$ cat src/hw/gfxa_pkg.sv
// Constants, register map and state codes of the shared memory arbiter.
// Assumes one 100 MHz clock; nothing is imported, users write gfxa_pkg::.
package gfxa_pkg;

  // Register byte offsets on the APB slave
  localparam logic [7:0] CTRL_OFS = 8'h00;
  localparam logic [7:0] STAT_OFS = 8'h04;

  // Control fields
  localparam int SET_W        = 3;   // Width of every timer setting
  localparam int CTRL_EN_BIT  = 0;   // Shared buffer enable
  localparam int CTRL_WLAT_LO = 4;   // Latency setting for writes
  localparam int CTRL_RLAT_LO = 8;   // Latency setting for reads
  localparam int CTRL_TRDY_LO = 12;  // Target-ready delay setting

  // Status fields
  localparam int STAT_GNT_BIT = 0;   // Bus granted to graphics
  localparam int STAT_HI_BIT  = 1;   // High-priority request pending
  localparam int STAT_RUN_BIT = 2;   // Latency timer running
  localparam int STAT_OVR_BIT = 3;   // Sticky latency overrun, W1C

  // Reset values of the settings (times four host clocks)
  localparam logic [SET_W-1:0] WLAT_RST = 3'h3;  // 12 clocks
  localparam logic [SET_W-1:0] RLAT_RST = 3'h4;  // 16 clocks
  localparam logic [SET_W-1:0] TRDY_RST = 3'h4;  // 16 clocks

  // Timer counters: setting shifted left by two, 0..28
  localparam int CNT_W      = 5;
  localparam int STEP_SHIFT = 2;

  // High-priority latency budget
  localparam int CLK_PERIOD_NS = 10;
  localparam int HI_BUDGET_NS  = 400;
  localparam int WAIT_W        = 8;
  localparam logic [WAIT_W-1:0] HI_BUDGET_CYC =
    WAIT_W'(HI_BUDGET_NS / CLK_PERIOD_NS);

  // Arbiter states, one-hot
  typedef enum logic [3:0] {
    ST_OWN   = 4'b0001,  // Device owns and drives DRAM
    ST_FLOAT = 4'b0010,  // Drivers off, grant not yet out
    ST_GRANT = 4'b0100,  // Graphics owns DRAM
    ST_TAKE  = 4'b1000   // Request gone, grant withdrawn
  } gfxa_state_t;

endpackage

$ cat src/hw/gfxa_arbiter.sv
// Shared DRAM bus arbiter: device end of the two-wire graphics handshake.
// Assumes an APB master on pclk, memory-engine status on pclk and the
// graphics request arriving from a pin outside the clock's domain.
//
// How it works
// - Handshake driven and sampled on host clock.
// - Device owns DRAM unless graphics is granted.
// - Default settings grant high priority within 400ns.
// - Low priority granted only with nothing pending.
// - Timer caps non-graphics cycles after high request.
// - PCI reads release on prefetch full or timeout.
// - Single writes release on timeout or empty buffers.
// - Timer governs PCI reads, single writes, CPU writes.
// - Burst writes break at lines during high request.
// - Timer starts on high request during governed cycles.
// - Timer settings zero to twenty-eight in fours.
// - Defaults twelve for writes, sixteen for reads.
// - Programmable target-ready delay before PCI disconnect.
// - Enabled shared buffer borrows fourth PCI pair.
// - Only current owner drives DRAM lines.
//
// A high-priority request is a request line that, once low, goes high
// for exactly one clock and low again; a plain low level is low priority.
//
// Added by the designer: the register offsets and register access over APB.
`timescale 1ns/1ps
module gfxa_arbiter
(
  input  wire logic        pclk,
  input  wire logic        presetn,
  input  wire logic [7:0]  paddr,
  input  wire logic        psel,
  input  wire logic        penable,
  input  wire logic        pwrite,
  input  wire logic [31:0] pwdata,
  output logic      [31:0] prdata,
  output logic             pready,
  output logic             pslverr,
  input  wire logic        gfx_mem_request_n,
  output logic             gfx_mem_grant_n,
  output logic             pci_req_four_n,
  input  wire logic        pci_gnt_four_n,
  input  wire logic        cpu_req_pending,
  input  wire logic        pci_req_pending,
  input  wire logic        refresh_hi_pending,
  input  wire logic        dram_busy,
  input  wire logic        pci_read_active,
  input  wire logic        pci_single_write_active,
  input  wire logic        cpu_single_write_active,
  input  wire logic        burst_write_active,
  input  wire logic        prefetch_full,
  input  wire logic        write_buf_empty,
  input  wire logic        write_cycle_done,
  input  wire logic        pci_trdy_waiting,
  output logic             dram_drive_en,
  output logic             burst_break,
  output logic             pci_disconnect
);

  // Request pin synchroniser; s1 feeds s2 only
  logic req_s1_n;
  logic req_s2_n;
  logic req_act;          // Request asserted, clock domain side

  // Settings and sticky status
  logic                       shared_buffer_control_q;
  logic                       shared_buffer_control_d;
  logic [gfxa_pkg::SET_W-1:0] wlat_q;
  logic [gfxa_pkg::SET_W-1:0] wlat_d;
  logic [gfxa_pkg::SET_W-1:0] rlat_q;
  logic [gfxa_pkg::SET_W-1:0] rlat_d;
  logic [gfxa_pkg::SET_W-1:0] trdy_q;
  logic [gfxa_pkg::SET_W-1:0] trdy_d;
  logic                       ovr_q;
  logic                       ovr_d;

  // APB answer registers
  logic [31:0] prdata_d;
  logic        pready_d;
  logic        pslverr_d;
  logic        wr_en;     // Write takes effect this edge
  logic        hit_ctrl;
  logic        hit_stat;

  // Arbiter state
  gfxa_pkg::gfxa_state_t state_q;
  gfxa_pkg::gfxa_state_t state_d;
  logic                  pend_q;   // Request seen since park
  logic                  pend_d;
  logic                  gap_q;    // One-clock gap in the request
  logic                  gap_d;
  logic                  hi_q;     // High priority recognised
  logic                  hi_d;
  logic [gfxa_pkg::WAIT_W-1:0] wait_q;  // Clocks waited at high
  logic [gfxa_pkg::WAIT_W-1:0] wait_d;

  // Registered pin and engine outputs
  logic gnt_n_d;
  logic drive_d;
  logic brk_d;
  logic preq_n_d;
  logic disc_d;

  // Decision terms
  logic governed;
  logic lo_ok;
  logic hi_ok;
  logic lat_load;
  logic lat_run;
  logic lat_expired;
  logic lat_running;
  logic [gfxa_pkg::SET_W-1:0] lat_setting;
  logic trdy_expired;

  // Two flops before anything reads the pin
  always_ff @(posedge pclk or negedge presetn)
  begin
    if (!presetn)
    begin
      req_s1_n <= 1'b1;
      req_s2_n <= 1'b1;
    end
    else
    begin
      req_s1_n <= gfx_mem_request_n;
      req_s2_n <= req_s1_n;
    end
  end

  assign req_act = !req_s2_n;

  // Zero wait states: pready rises in the access phase
  assign wr_en    = psel && penable && pready && pwrite;
  assign hit_ctrl = (paddr == gfxa_pkg::CTRL_OFS);
  assign hit_stat = (paddr == gfxa_pkg::STAT_OFS);

  // APB answer, prepared during the setup cycle
  always_comb
  begin
    prdata_d  = 32'h0000_0000;
    pready_d  = psel && !penable;
    pslverr_d = 1'b0;
    if (psel && !penable)
    begin
      if (hit_ctrl)
      begin
        prdata_d[gfxa_pkg::CTRL_EN_BIT] = shared_buffer_control_q;
        prdata_d[gfxa_pkg::CTRL_WLAT_LO +: gfxa_pkg::SET_W] = wlat_q;
        prdata_d[gfxa_pkg::CTRL_RLAT_LO +: gfxa_pkg::SET_W] = rlat_q;
        prdata_d[gfxa_pkg::CTRL_TRDY_LO +: gfxa_pkg::SET_W] = trdy_q;
      end
      else if (hit_stat)
      begin
        prdata_d[gfxa_pkg::STAT_GNT_BIT] = !gfx_mem_grant_n;
        prdata_d[gfxa_pkg::STAT_HI_BIT]  = hi_q;
        prdata_d[gfxa_pkg::STAT_RUN_BIT] = lat_running;
        prdata_d[gfxa_pkg::STAT_OVR_BIT] = ovr_q;
      end
      else
        pslverr_d = 1'b1;  // Unmapped address
    end
  end

  // Register writes; overrun set wins over its clear
  always_comb
  begin
    shared_buffer_control_d = shared_buffer_control_q;
    wlat_d = wlat_q;
    rlat_d = rlat_q;
    trdy_d = trdy_q;
    ovr_d  = ovr_q;
    if (wr_en && hit_ctrl)
    begin
      shared_buffer_control_d = pwdata[gfxa_pkg::CTRL_EN_BIT];
      wlat_d = pwdata[gfxa_pkg::CTRL_WLAT_LO +: gfxa_pkg::SET_W];
      rlat_d = pwdata[gfxa_pkg::CTRL_RLAT_LO +: gfxa_pkg::SET_W];
      trdy_d = pwdata[gfxa_pkg::CTRL_TRDY_LO +: gfxa_pkg::SET_W];
    end
    if (wr_en && hit_stat && pwdata[gfxa_pkg::STAT_OVR_BIT])
      ovr_d = 1'b0;
    if (state_q == gfxa_pkg::ST_OWN && hi_q
        && wait_q == gfxa_pkg::HI_BUDGET_CYC)
      ovr_d = 1'b1;  // Budget missed
  end

  // Latency timer: governed DRAM traffic only
  assign governed = pci_read_active || pci_single_write_active
                    || cpu_single_write_active;
  // Starts on a sampled high request during governed traffic
  assign lat_run  = hi_q && governed && state_q == gfxa_pkg::ST_OWN;
  // Reloaded once granted or when the request is withdrawn
  assign lat_load = !hi_q || state_q != gfxa_pkg::ST_OWN;
  // Read and write limits differ by default
  assign lat_setting = pci_read_active ? rlat_q : wlat_q;

  gfxa_timer u_lat_timer
  (
    .pclk    (pclk),
    .presetn (presetn),
    .load    (lat_load),
    .run     (lat_run),
    .setting (lat_setting),
    .expired (lat_expired),
    .running (lat_running)
  );

  // Target-ready wait before disconnect
  gfxa_timer u_trdy_timer
  (
    .pclk    (pclk),
    .presetn (presetn),
    .load    (!pci_trdy_waiting),
    .run     (pci_trdy_waiting),
    .setting (trdy_q),
    .expired (trdy_expired),
    .running ()
  );

  // Low priority only when the system is quiet
  assign lo_ok = !(cpu_req_pending || pci_req_pending
                   || refresh_hi_pending) && !dram_busy;
  // High priority release points
  assign hi_ok = !dram_busy
    || (pci_read_active && (prefetch_full || lat_expired))
    || ((pci_single_write_active || cpu_single_write_active)
        && ((lat_expired && write_cycle_done) || write_buf_empty));

  // Arbiter next state and priority decode
  always_comb
  begin
    state_d = state_q;
    pend_d  = pend_q;
    gap_d   = gap_q;
    hi_d    = hi_q;
    wait_d  = '0;
    unique case (state_q)
      gfxa_pkg::ST_OWN:
      begin
        // Request-line priority coding
        if (!shared_buffer_control_q)
        begin
          pend_d = 1'b0;
          gap_d  = 1'b0;
          hi_d   = 1'b0;
        end
        else if (req_act && gap_q)
        begin
          hi_d  = 1'b1;  // Gap closed: high priority
          gap_d = 1'b0;
        end
        else if (req_act)
          pend_d = 1'b1;
        else if (pend_q && !gap_q)
          gap_d = 1'b1;  // Maybe a priority pulse
        else if (gap_q)
        begin
          pend_d = 1'b0; // Withdrawn
          gap_d  = 1'b0;
          hi_d   = 1'b0;
        end
        if (hi_q && wait_q != gfxa_pkg::HI_BUDGET_CYC)
          wait_d = wait_q + 1'b1;
        else if (hi_q)
          wait_d = wait_q;
        // Release only while the line is asserted
        if (shared_buffer_control_q && req_act && !gap_q
            && ((hi_q && hi_ok) || lo_ok))
          state_d = gfxa_pkg::ST_FLOAT;
      end
      gfxa_pkg::ST_FLOAT:
        state_d = gfxa_pkg::ST_GRANT;  // Drivers off first
      gfxa_pkg::ST_GRANT:
      begin
        pend_d = 1'b0;
        gap_d  = 1'b0;
        hi_d   = 1'b0;
        if (!req_act)
          state_d = gfxa_pkg::ST_TAKE; // Reclaim after drop
      end
      gfxa_pkg::ST_TAKE:
        state_d = gfxa_pkg::ST_OWN;
      default:
        state_d = gfxa_pkg::ST_OWN;
    endcase
  end

  // Output next values; pin pair borrowed when enabled
  always_comb
  begin
    drive_d  = (state_d == gfxa_pkg::ST_OWN);  // Sole driver
    gnt_n_d  = pci_gnt_four_n;
    preq_n_d = req_s2_n;
    if (shared_buffer_control_q)
    begin
      gnt_n_d  = !(state_d == gfxa_pkg::ST_GRANT);
      preq_n_d = 1'b1;  // Hidden from the PCI arbiter
    end
    brk_d  = hi_d && burst_write_active;  // Line break
    disc_d = trdy_expired && pci_trdy_waiting;
  end

  // All state and outputs registered
  always_ff @(posedge pclk or negedge presetn)
  begin
    if (!presetn)
    begin
      state_q <= gfxa_pkg::ST_OWN;
      pend_q  <= 1'b0;
      gap_q   <= 1'b0;
      hi_q    <= 1'b0;
      wait_q  <= '0;
      shared_buffer_control_q <= 1'b0;
      wlat_q  <= gfxa_pkg::WLAT_RST;
      rlat_q  <= gfxa_pkg::RLAT_RST;
      trdy_q  <= gfxa_pkg::TRDY_RST;
      ovr_q   <= 1'b0;
      prdata  <= 32'h0000_0000;
      pready  <= 1'b0;
      pslverr <= 1'b0;
      gfx_mem_grant_n <= 1'b1;
      pci_req_four_n  <= 1'b1;
      dram_drive_en   <= 1'b1;
      burst_break     <= 1'b0;
      pci_disconnect  <= 1'b0;
    end
    else
    begin
      state_q <= state_d;
      pend_q  <= pend_d;
      gap_q   <= gap_d;
      hi_q    <= hi_d;
      wait_q  <= wait_d;
      shared_buffer_control_q <= shared_buffer_control_d;
      wlat_q  <= wlat_d;
      rlat_q  <= rlat_d;
      trdy_q  <= trdy_d;
      ovr_q   <= ovr_d;
      prdata  <= prdata_d;
      pready  <= pready_d;
      pslverr <= pslverr_d;
      gfx_mem_grant_n <= gnt_n_d;
      pci_req_four_n  <= preq_n_d;
      dram_drive_en   <= drive_d;
      burst_break     <= brk_d;
      pci_disconnect  <= disc_d;
    end
  end
endmodule

$ cat src/hw/gfxa_timer.sv
// Down-counting timer used for the latency and target-ready limits.
// Assumes load and run come from logic on the same clock.
`timescale 1ns/1ps
module gfxa_timer
(
  input  wire logic                        pclk,
  input  wire logic                        presetn,
  input  wire logic                        load,
  input  wire logic                        run,
  input  wire logic [gfxa_pkg::SET_W-1:0]  setting,
  output logic                             expired,
  output logic                             running
);

  logic [gfxa_pkg::CNT_W-1:0] count_q;  // Remaining clocks
  logic [gfxa_pkg::CNT_W-1:0] count_d;
  logic                       run_q;    // Counting since start
  logic                       run_d;
  logic [gfxa_pkg::CNT_W-1:0] preset;   // Setting times four

  // Setting in steps of four clocks
  assign preset  =
    gfxa_pkg::CNT_W'({setting, {gfxa_pkg::STEP_SHIFT{1'b0}}});
  assign expired = run_q && (count_q == '0);
  assign running = run_q;

  // Next count; load wins so a stop is never missed
  always_comb
  begin
    count_d = count_q;
    run_d   = run_q;
    if (load)
    begin
      count_d = preset;  // Reload and stop
      run_d   = 1'b0;
    end
    else if (run || run_q)
    begin
      run_d = 1'b1;      // Once started it runs on, holding at zero
      if (run_q && count_q != '0)
        count_d = count_q - 1'b1;
    end
  end

  // Registers
  always_ff @(posedge pclk or negedge presetn)
  begin
    if (!presetn)
    begin
      count_q <= '0;
      run_q   <= 1'b0;
    end
    else
    begin
      count_q <= count_d;
      run_q   <= run_d;
    end
  end
endmodule

$ cat config.mk
export PLATFORM = sky130hd
export DESIGN_NAME = gfxa_arbiter
export DESIGN_NICKNAME = d
export VERILOG_FILES = /design/src/hw/gfxa_pkg.sv /design/src/hw/gfxa_arbiter.sv /design/src/hw/gfxa_timer.sv
export SDC_FILE = /design/constraint.sdc
export NUM_CORES = 1
export LEC_CHECK = 0
export ABC_CLOCK_PERIOD_IN_PS = 5450
export BUFFER_PORTS_ARGS = -buffer_cell sky130_fd_sc_hd__buf_2
export CORE_MARGIN = 2
export CORE_UTILIZATION = 40
export DETAILED_ROUTE_END_ITERATION = 16
export GPL_TIMING_DRIVEN = 0
export PLACE_DENSITY_LB_ADDON = 0.15
export SETUP_SLACK_MARGIN = 0.02
export SLEW_MARGIN = 25
export SYNTH_ARGS = -nofsm -noshare
export SYNTH_HDL_FRONTEND = slang
export SYNTH_SLANG_ARGS = --single-unit
$ cat constraint.sdc
create_clock -name pclk -period 5.45 [get_ports pclk]
set_clock_uncertainty 0.1 [all_clocks]
set_input_delay 1.09 -clock pclk [delete_from_list [all_inputs] [get_ports pclk]]
set_output_delay 1.09 -clock pclk [all_outputs]
set_load 0.005 [all_outputs]
==> summary.md, run 1 <==
| Metric | Value |
|---|---|
| CP delay by family, top | `simple AND/OR/NAND/NOR gates` |
| Synthesized area per cell | `11.10 um^2` |
| Share of post-route cells with drive strength above 1 | `between 30% and 40%` |
| Total CTS buffers | `9` |
| Hold Path Origin | `req_s1_n$_DFF_PN1_` |
| Worst-Skew Late Latency | `between 0.3 and 0.4 ns` |
| Post-CTS Resized | `0` |
| Cells along the critical path | `buf_2 -> or4_4 -> nor4_4 -> mux2_2` |
| Worst hold endpoint | `req_s2_n$_DFF_PN1_` |
| Number of fill cells | `about 660` |
| Via count of the routed design | `2135` |
| Register clock-pin slew on the reported worst setup and hold paths | `0.07 ns` |
| Number of global-route vias before repair | `1982` |
| Number of buffers inserted by post-CTS setup repair | `0` |
| Synth Cell Area | `2932 um^2` |
| Number of standard cells in the final layout excluding fillers | `452` |
| Number of distinct library cells after synthesis | `54` |
| Endpoint of the worst register-to-register path | `dram_drive_en$_DFF_PN1_` |
| Status | `finished clean` |
| Placed insts | `436` |
| Antenna violations before repair | `0` |
| Data required time of the critical path | `around 5.6 ns` |
| Element type at the critical path start | `primary input` |
| Die Outline Area | `approximately 8000 um^2` |
| Worst max-slew margin expressed relative to the limit | `49.55%` |
| Number of pins exceeding their max-slew limit in the final report | `0` |
| Num ports | `98` |
| Worst IR Drop VDD | `114.4 uV` |
| Core utilization of the finished layout | `50.25%` |
| Number of vias per cell | `4.723` |
| Initial standard-cell utilization of the core | `40.85%` |
| Wire length of the first global-routing pass | `9335 um` |
| Vertical die dimension | `89.61 um` |
| Cells on worst reg2reg path | `6` |
| R2r startpoint | `u_lat_timer.count_q[0]$_DFFE_PN0P_` |
| Portion of the clock cycle consumed by the worst path in the final layout | `49.56%` |
| TritonCTS clock tree | `done` |
| Share of total power in the clock network | `42.7%` |
| Slack of the critical path | `2.749 ns` |
| Cell type of the slowest stage on the worst timing path | `sky130_fd_sc_hd__nor4_4` |
| Leakage power figure | `0.001718 uW` |
| Leading cell type in the layout, fill and taps excluded | `sky130_fd_sc_hd__buf_2` |
| Worst slack at placement | `~2.4 ns` |
| # Max-Cap Violations | `0` |
| Arrival time worst endpoint | `2.82 ns` |
| CP max stage delay | `around 0.66 ns` |
| Maximum clock rate | `about 370 MHz` |
| Average wire length per cell after detail routing | `12.49 um` |
| Worst-case clock buffer depth | `2` |
| Number of DRC violations after detailed-routing iteration 0 | `128` |
| Net total in the final layout | `413` |
| Int Power | `703.7 uW` |
| Total of buffers placed on input and output ports | `55` |
| Cell at the root of the clock tree | `sky130_fd_sc_hd__clkbuf_8` |
| Cells after synthesis | `around 260` |
| Sequential share of power | `49.2%` |
| Total congestion overflow | `0` |
| Area share of the largest cell type after synthesis | `between 40% and 50%` |
| Transition at the pin with the smallest max-transition slack | `0.7567 ns` |
| Combinational fraction of design power | `8.1%` |
| Worst reg-to-reg setup slack | `3.22 ns` |
| Endpoint class of the critical path | `flop` |
| Count of endpoints failing setup in the final report | `0` |
| Number of levels in the clock H-tree | `3` |
| Count of hold buffers inserted by post-cts repair | `0` |
| Top area cells in the synthesized netlist | `sky130_fd_sc_hd__dfrtp_1 (43%), sky130_fd_sc_hd__dfstp_2 (9.0%), sky130_fd_sc_hd__buf_4 (4.9%)` |
| Net switching share of the total power | `approximately 25%` |
| Pin count of the biggest net entering global routing | `61` |
| Post-synthesis to final-layout area growth | `23.00%` |
| Global-route usage over all layers | `~15%` |
| Leading cell types in the layout, fill and taps excluded | `sky130_fd_sc_hd__buf_2 (54), sky130_fd_sc_hd__dfrtp_1 (50), sky130_fd_sc_hd__buf_4 (20), sky130_fd_sc_hd__conb_1 (19), sky130_fd_sc_hd__a21oi_1 (14)` |
| Sinks on Clock Net | `60` |
| Worst min-delay path category | `reg2reg` |
| Async SR Flop Fraction | `100.0%` |
| Total iterations of the first detailed-routing run | `4` |
| Antenna-violating nets left | `0` |
| Shortest clock period the worst path allows after layout | `2.701 ns` |
| Synth Register Bits | `60` |
| Predominant post-synthesis flop cell | `sky130_fd_sc_hd__dfrtp_1` |
| Half-perimeter wire length after placement | `just over 4000 um` |
| Final wirelength | `5644 um` |
| Switch Pwr | `232.6 uW` |
| CP max FO | `10` |
| Buffers & Inverters on Critical Path | `1` |
| Last weighted congestion value of the routability-driven placer | `0.7940` |
| Power per Cell Area | `~260 nW/um^2` |
| Number of failing hold endpoints at the final stage | `0` |
| Final antenna diode count | `0` |
| DRC violation count after routing | `0` |
| Yosys top cell by area | `sky130_fd_sc_hd__dfrtp_1` |
| Floorplan Core Area | `a little over 7000 um^2` |
| Row count | `31` |
| Sequential cell area fraction in the yosys report | `51.64%` |
| Die boundary width | `89.61 um` |
| Yosys warning count | `0` |
| Total negative slack for setup checks | `0 ns` |
| Unrepaired setup endpoints after global routing | `no` |
| Worst hold path stage count | `0` |
| Post-synth EDFFs | `0` |
| Start-to-end type of the worst setup path | `in2reg` |
registers in the layout (all words and copies together), names as in the netlist:
name                     cells
prdata                      13
wait_q                       8
u_lat_timer.count_q          5
u_trdy_timer.count_q         5
state_q                      4
rlat_q                       3
trdy_q                       3
wlat_q                       3
burst_break                  1
dram_drive_en                1
gap_q                        1
gfx_mem_grant_n              1
hi_q                         1
ovr_q                        1
pci_disconnect               1
pci_req_four_n               1
pend_q                       1
pready                       1
pslverr                      1
req_s1_n                     1
req_s2_n                     1
shared_buffer_control_q      1
u_lat_timer.running          1
u_trdy_timer.running         1
metrics by stage:
stage,cell area [um^2],power (uW),hold WS (ns)
6_report,3606,936.4,0.2583
5_1_grt,3606,983.0,0.2614
4_1_cts,3606,948.0,0.2587
3_5_place_dp,3407,545.2,0.2475
3_3_place_gp,3398,543.0,0.2456
2_1_floorplan,2999,512.0,0.2452
layout make-up:
| class | count | area, um^2 | share of cell area [%] |
|---|---|---|---|
| buffer | 28 | 182.7 | 5.066 |
| clock buffer | 9 | 123.9 | 3.435 |
| clock inverter | 7 | 75.07 | 2.082 |
| inverter | 13 | 48.80 | 1.353 |
| multi-input combinational | 181 | 1260 | 34.94 |
| sequential | 60 | 1514 | 41.98 |
| tap | 99 | 123.9 | 3.435 |
| timing repair buffer | 55 | 277.8 | 7.703 |
synth_stat cells, drive strengths merged (3+ instances only):
cell / n
clkbuf: 8
nand2: 7
o21ai: 5
nor4: 4
a21oi: 14
buf: 19
nand3: 10
or2: 3
nand3b: 3
inv: 13
a311oi: 3
nor2: 13
mux2: 10
a31oi: 3
and4: 4
o22ai: 3
dfrtp: 50
nor3: 4
dfstp: 10
nor4b: 4
ha: 6
and2: 11
mux2i: 6
nor4bb: 3
nand2b: 5
or4b: 4
nor2b: 4
or3: 4
cell families (layout without fill, tap and decap cells):
group | count (synthesis) | in the layout | synth area share, %
AO/OA/AOI/OAI | 45 | 45 | 10.80
buffers and inverters | 41 | 112 | 7.896
multiplexers | 16 | 16 | 5.890
adder cells (fa/ha/maj) | 6 | 6 | 2.561
XOR/XNOR | 3 | 3 | 0.8965
AND/OR/NAND/NOR | 92 | 92 | 20.19
flip-flops | 60 | 60 | 51.64
other | 1 | 19 | 0.1279
how the worst max path moves through the flow:
stage / start / depth (start not counted) / to
after floorplan: paddr[5] / 3 / rlat_q[0]$_DFFE_PN0P_
after global placement: paddr[5] / 4 / prdata[14]$_DFF_PN0_
after detailed placement: paddr[5] / 4 / shared_buffer_control_q$_DFFE_PN0P_
after CTS: paddr[5] / 4 / rlat_q[0]$_DFFE_PN0P_
after global routing: paddr[5] / 4 / wlat_q[2]$_DFFE_PN0P_
final: paddr[5] / 4 / trdy_q[1]$_DFFE_PN0P_
power groups by stage:
stage               clock network [uW]  logic [uW]  registers [uW]
detailed placement                   0        76.4             469
global route                       436        86.0             461
global placement                     0        74.4             469
finish                             400        76.2             461
CTS                                411        76.7             461
floorplan                            0        44.3             468
layer usage:
metal,routed length (um),up-vias,share of wire (%),global-route usage (%)
met2,2348,63,42,21.52
met4,91,0,1.6,7.734
li1,-,1084,-,-
met3,353,9,6.3,3.565
met5,0,-,0,0
met1,2850,979,50,21.92
worst register-to-register path: cells and delay by family, from the launching register on:
kind / cells / cell delay [ns]
compound gates: 2 / 0.56
fa+ha+maj: 1 / 0.19
buf+inv: 2 / 0.34
flops: 1 / 0.38
simple gates: 1 / 0.58
(Power assumes the default switching activity.)
==> run 2, diff against run 1 <==
- ABC_CLOCK_PERIOD_IN_PS: 5450 -> 2200
- clock period: 5.45 -> 2.2 ns (I/O delays scaled with it)
==> run 2 against run 1 <==
Against the previous run: count of clock-buffer cells in the layout is the same; sequential power grew 150%; register-to-register slack worse by 3.1 ns; hold slack lost 0.20 ns; die area unchanged; largest cell class unchanged; global-route usage rose by 0.077 points; critical path type unchanged.
==> summary.md, run 2 (same netlist as run 1, synthesis figures left out) <==
| Metric | Value |
|---|---|
| Leading cell type in the layout, fill and taps excluded | `sky130_fd_sc_hd__buf_2` |
| Biggest regs | `prdata x13, wait_q x8` |
| Data required time of the critical path | `~2.3 ns` |
| Net switching share of the total power | `24.82%` |
| Net total in the final layout | `between 400 and 500` |
| Worst-Skew Late Latency | `0.34 ns` |
| Final std cell area, no fill | `3621 um^2` |
| Total of buffers placed on input and output ports | `55` |
| Share of post-route cells with drive strength above 1 | `a little over a third` |
| Count of endpoints failing setup in the final report | `0` |
| Global-route usage over all layers | `15.36%` |
| Worst-case clock buffer depth | `2` |
| Element type at the critical path start | `primary input` |
| Total iterations of the first detailed-routing run | `4` |
| Initial standard-cell utilization of the core | `~41%` |
| Number of standard cells in the final layout excluding fillers | `450` |
| Share of total power in the clock network | `42.6%` |
| Shortest clock period the worst path allows after layout | `2.051 ns` |
| Antenna-violating nets left | `0` |
| Number of levels in the clock H-tree | `3` |
| Switch Pwr | `575.6 uW` |
| Die boundary width | `89.61 um` |
| Floorplan Core Area | `between 7000 and 8000 um^2` |
| Start-to-end type of the worst setup path | `in2reg` |
| Total Power Consumption | `2319 uW` |
| Status | `finished clean` |
| Num ports | `98` |
| Worst max-slew margin expressed relative to the limit | `49.46%` |
| Row count | `31` |
| Post-synthesis to final-layout area growth | `23.52%` |
| Power per Cell Area | `~640 nW/um^2` |
| Via count of the routed design | `between 2000 and 2500` |
| Uppermost signal routing layer after detailed routing | `met4` |
| Worst IR Drop VDD | `283.8 uV` |
| Register clock-pin slew on the reported worst setup and hold paths | `0.07 ns` |
| Routed wl met3 | `325 um` |
| Unrepaired setup endpoints after global routing | `no` |
| Routed met1 length | `about 2900 um` |
| Number of global-route vias before repair | `~2000` |
| Max FFs per register | `13` |
| Cells on worst reg2reg path | `3` |
| Vertical die dimension | `89.61 um` |
| Combinational fraction of design power | `8.2%` |
| Most flops, register | `prdata` |
| Worst min-delay path category | `in2async` |
| Int Power | `1743 uW` |
| Final wirelength | `5698 um` |
| Antenna violations before repair | `0` |
| Die Outline Area | `about 8000 um^2` |
| Endpoint class of the critical path | `flop` |
| Number of pins exceeding their max-slew limit in the final report | `0` |
| Half-perimeter wire length after placement | `4112 um` |
| Average wire length per cell after detail routing | `12.66 um` |
| Number of failing hold endpoints at the final stage | `0` |
| Sinks on Clock Net | `60` |
| Wire length of the first global-routing pass | `about 9400 um` |
| Leakage power figure | `0.001722 uW` |
| Pin count of the biggest net entering global routing | `61` |
| Leading cell types in the layout, fill and taps excluded | `sky130_fd_sc_hd__buf_2 (54), sky130_fd_sc_hd__dfrtp_1 (50), sky130_fd_sc_hd__buf_4 (20), sky130_fd_sc_hd__conb_1 (19), sky130_fd_sc_hd__a21oi_1 (14)` |
| CP max FO | `10` |
| Routed length on met2 | `2410 um` |
| Total congestion overflow | `0` |
| Last weighted congestion value of the routability-driven placer | `0.7940` |
| TritonCTS clock tree | `done` |
| Total CTS buffers | `9` |
| Number of DRC violations after detailed-routing iteration 0 | `108` |
| Portion of the clock cycle consumed by the worst path in the final layout | `~93%` |
| Sequential share of power | `49.2%` |
| Final antenna diode count | `0` |
| Placed insts | `436` |
| # Max-Cap Violations | `0` |
| DRC violation count after routing | `0` |
| Number of vias per cell | `4.782` |
| Transition at the pin with the smallest max-transition slack | `0.7580 ns` |
| Arrival time worst endpoint | `2.18 ns` |
| Maximum clock rate | `487.6 MHz` |
| Cell at the root of the clock tree | `sky130_fd_sc_hd__clkbuf_8` |
| Cell area reported after detailed placement | `3407 um^2` |
## run 2: through the flow
stage,setup slack (ns),setup TNS [ns],utilization (%),hold slack (ns)
after CTS,0.0002889,0,50.44,0.08139
final,0.1492,0,50.46,0.05895
after global routing,0.07682,0,50.46,0.07954
after detailed placement,-0.2309,-2.135,47.48,0.2475
after global placement,-0.2645,-4.543,47.36,0.2456
after floorplan,0.07448,0,-,0.04441
## run 2: worst paths after layout
kind                                 startpoint                                   to  slack (ns)
setup / recovery                       paddr[5]                wlat_q[2]$_DFFE_PN0P_        0.15
hold / removal                          presetn                  prdata[6]$_DFF_PN0_        0.06
setup reg to reg           state_q[1]$_DFF_PN0_              dram_drive_en$_DFF_PN1_        0.16
hold reg to reg              req_s1_n$_DFF_PN1_                   req_s2_n$_DFF_PN1_        0.26
max in group asynchronous               presetn  u_trdy_timer.count_q[0]$_DFFE_PN0P_        1.42
min in group pclk             gfx_mem_request_n                   req_s1_n$_DFF_PN1_        0.09
## run 2: layout make-up
type                            count  area, um^2
Fill cell                         667        3555
Sequential cell                    60        1514
Multi-Input combinational cell    181        1282
Timing Repair Buffer               55       277.8
Buffer                             26       175.2
Clock buffer                        9       123.9
Tap cell                           99       123.9
Clock inverter                      7       75.07
Inverter                           13       48.80
## run 2: critical path, cell delays in order
cell                     delay [ns]
sky130_fd_sc_hd__buf_2         0.10
sky130_fd_sc_hd__or4_4         0.57
sky130_fd_sc_hd__nor4_4        0.66
sky130_fd_sc_hd__mux2_2        0.41
## run 2: per-layer routing
metal	track usage (%)	vias up
met3	3.565	10
met5	0	-
met1	21.75	1001
li1	-	1080
met2	21.99	61
met4	7.734	0
## run 2: power by group through the flow
stage          clock [uW]  sequential, uW  combinational (uW)
2_1_floorplan           0            1160                 110
3_3_place_gp            0            1160                 184
3_5_place_dp            0            1160                 189
4_1_cts              1020            1140                 191
5_1_grt              1080            1140                 214
6_report              988            1140                 190
## run 2: repair_timing
action,in CTS,in global routing
setup buffers,0,0
hold endpoints to repair,0,0
gates resized for setup,3,2
pin swaps,0,1
hold buffers,0,0
setup endpoints to repair,5,4
==> run 3, diff against run 2 <==
- CORE_UTILIZATION: 40 -> 45
==> run 3 against run 2 <==
Against the previous run: routed wire length rose by 2.4%; total power fell by 3.8%; final cell count fell by 4.7%; fmax fell by 3.3%; hold slack got worse by 0.0056 ns; combinational power barely moved; first-iteration DRC count rose by 19%; utilization rose by 6.3 points; register-to-register slack got worse by 0.08 ns; count of clock-buffer cells in the layout rose by 3; critical endpoint is now u_lat_timer.count_q[3]$_DFFE_PN0P_; largest cell class unchanged.
==> summary.md, run 3 (same netlist as run 1, synthesis figures left out) <==
| Metric | Value |
|---|---|
| Cell at the root of the clock tree | `sky130_fd_sc_hd__clkbuf_8` |
| # Max-Cap Violations | `0` |
| Number of vias per cell | `about 5` |
| Register clock-pin slew on the reported worst setup and hold paths | `0.07 ns` |
| Area taken by flip-flops and latches | `around 1500 um^2` |
| Num ports | `98` |
| Via count of the routed design | `2200` |
| CP max FO | `7` |
| Final wirelength | `5832 um` |
| Total CTS buffers | `9` |
| Half-perimeter wire length after placement | `4045 um` |
| Net total in the final layout | `approximately 400` |
| Shortest clock period the worst path allows after layout | `2.121 ns` |
| Max FFs per register | `13` |
| Initial standard-cell utilization of the core | `46.43%` |
| Floorplan Core Area | `6314 um^2` |
| Number of levels in the clock H-tree | `3` |
| Pin count of the biggest net entering global routing | `61` |
| Routed length on met2 | `between 2000 and 3000 um` |
| Die Outline Area | `around 7200 um^2` |
| Sinks on Clock Net | `60` |
| Portion of the clock cycle consumed by the worst path in the final layout | `roughly 96%` |
| Start-to-end type of the worst setup path | `reg2reg` |
| Leading cell type in the layout, fill and taps excluded | `sky130_fd_sc_hd__buf_2` |
| Routed wl met3 | `roughly 330 um` |
| Antenna violations before repair | `0` |
| Die boundary width | `84.71 um` |
| Wire length of the first global-routing pass | `roughly 9600 um` |
| Core utilization of the finished layout | `56.80%` |
| Buffers & Inverters on Critical Path | `1` |
| Transition at the pin with the smallest max-transition slack | `0.7521 ns` |
| Worst max-slew margin expressed relative to the limit | `49.86%` |
| Worst-Skew Late Latency | `0.34 ns` |
| Data required time of the critical path | `2.31 ns` |
| Total Power Consumption | `2232 uW` |
| Number of global-route vias before repair | `2079` |
| Power per Cell Area | `622.3 nW/um^2` |
| Global-route usage over all layers | `16.90%` |
| Biggest regs | `prdata x13, wait_q x8` |
| Number of DRC violations after detailed-routing iteration 0 | `129` |
| Cell type of the slowest stage on the worst timing path | `sky130_fd_sc_hd__or4b_2` |
| Uppermost signal routing layer after detailed routing | `met4` |
| Endpoint class of the critical path | `flop` |
| Row count | `29` |
| CP max stage delay | `0.74 ns` |
| Average wire length per cell after detail routing | `13.59 um` |
| Total negative slack for setup checks | `0 ns` |
| Total iterations of the first detailed-routing run | `4` |
| Cells along the critical path | `inv_1 -> ha_1 -> or4b_2 -> a2111oi_2 -> nor3_1` |
| Count of endpoints failing setup in the final report | `0` |
| Leakage power figure | `0.001718 uW` |
| Element type at the critical path start | `flop` |
| Worst min-delay path category | `in2async` |
| Final antenna diode count | `0` |
| Maximum clock rate | `471.4 MHz` |
| Post-synthesis to final-layout area growth | `22.32%` |
| Last weighted congestion value of the routability-driven placer | `0.7891` |
| Leading cell types in the layout, fill and taps excluded | `sky130_fd_sc_hd__buf_2 (54), sky130_fd_sc_hd__dfrtp_1 (50), sky130_fd_sc_hd__buf_4 (20), sky130_fd_sc_hd__conb_1 (19), sky130_fd_sc_hd__a21oi_1 (14)` |
| Total of buffers placed on input and output ports | `55` |
| Most flops, register | `prdata` |
| Total area of multi-input combinational cells | `between 1000 and 1500 um^2` |
| Vertical die dimension | `84.71 um` |
| DRC violation count after routing | `0` |
| Worst-case clock buffer depth | `2` |
| Number of failing hold endpoints at the final stage | `0` |
| Worst IR Drop VDD | `321.8 uV` |
| Total congestion overflow | `0` |
| Number of fill cells | `between 500 and 600` |
| Antenna-violating nets left | `0` |
| Status | `finished clean` |
| Number of pins exceeding their max-slew limit in the final report | `0` |
| Share of post-route cells with drive strength above 1 | `35.80%` |
| CP delay by family, top | `simple AND/OR/NAND/NOR gates` |
| TritonCTS clock tree | `done` |
| Arrival time worst endpoint | `2.24 ns` |
| Number of buffers inserted by post-CTS setup repair | `0` |
| Routed met1 length | `roughly 2700 um` |
[run 3: cell types whose count changed in the layout (fill, tap and decap cells not counted), sizes merged]
| cell | delta |
|---|---|
| clkbuf | +4 |
| inv | -2 |
| bufinv | -1 |
| clkinv | +1 |
| clkinvlp | -1 |
[run 3: worst register-to-register path, delay by kind of cell, from the launching register on]
| kind | cells | cell delay [ns] |
|---|---|---|
| compound gates | 1 | 0.38 |
| fa+ha+maj | 1 | 0.18 |
| buf+inv | 1 | 0.12 |
| flops | 1 | 0.38 |
| simple gates | 2 | 0.84 |
[run 3: power breakdown]
part           internal (uW)  switching [uW]
registers               1130            15.4
clock network            466             436
logic                   89.5            97.7
total                   1680             549
[run 3: final timing paths]
path / end / cells after the start / slack, ns / from
max: u_lat_timer.count_q[3]$_DFFE_PN0P_ / 5 / 0.08 / u_lat_timer.count_q[0]$_DFFE_PN0P_
min: prdata[6]$_DFF_PN0_ / 1 / 0.05 / presetn
max reg2reg: u_lat_timer.count_q[3]$_DFFE_PN0P_ / 5 / 0.08 / u_lat_timer.count_q[0]$_DFFE_PN0P_
min reg2reg: req_s2_n$_DFF_PN1_ / 0 / 0.26 / req_s1_n$_DFF_PN1_
max in group asynchronous: trdy_q[1]$_DFFE_PN0P_ / 1 / 1.43 / presetn
min in group pclk: req_s1_n$_DFF_PN1_ / 1 / 0.10 / gfx_mem_request_n
[run 3: final cells by class]
class / instances / area share (%)
flip-flops and latches: 60 / 42.22
multi-input cells: 181 / 35.97
repair buffers: 55 / 7.746
plain buffers: 27 / 4.990
clock buffers: 12 / 4.327
well taps: 77 / 2.687
inverters: 13 / 1.361
clock inverters: 4 / 0.6978
[run 3: timing repair]
action / CTS / global route
resized for setup: 3 / 2
pin swaps: 0 / 2
hold buffers: 0 / 0
setup endpoints to repair: 8 / 4
[run 3: layer usage]
metal / vias up / GRT usage, %
met5: - / 0
met3: 8 / 5.211
met2: 55 / 25.70
met4: 0 / 6.926
li1: 1078 / -
met1: 1059 / 22.58
[run 3: through the flow]
step | std cells | instance area (um^2) | hold slack, ns | setup slack [ns]
finish | 429 | 3586 | 0.05331 | 0.07881
global route | 429 | 3586 | 0.08168 | -0.03026
CTS | 430 | 3573 | 0.08092 | 0.03396
detailed placement | 414 | 3379 | 0.2488 | -0.2823
global placement | 414 | 3371 | 0.2464 | -0.2753
floorplan | 282 | 2999 | 0.04441 | 0.07448
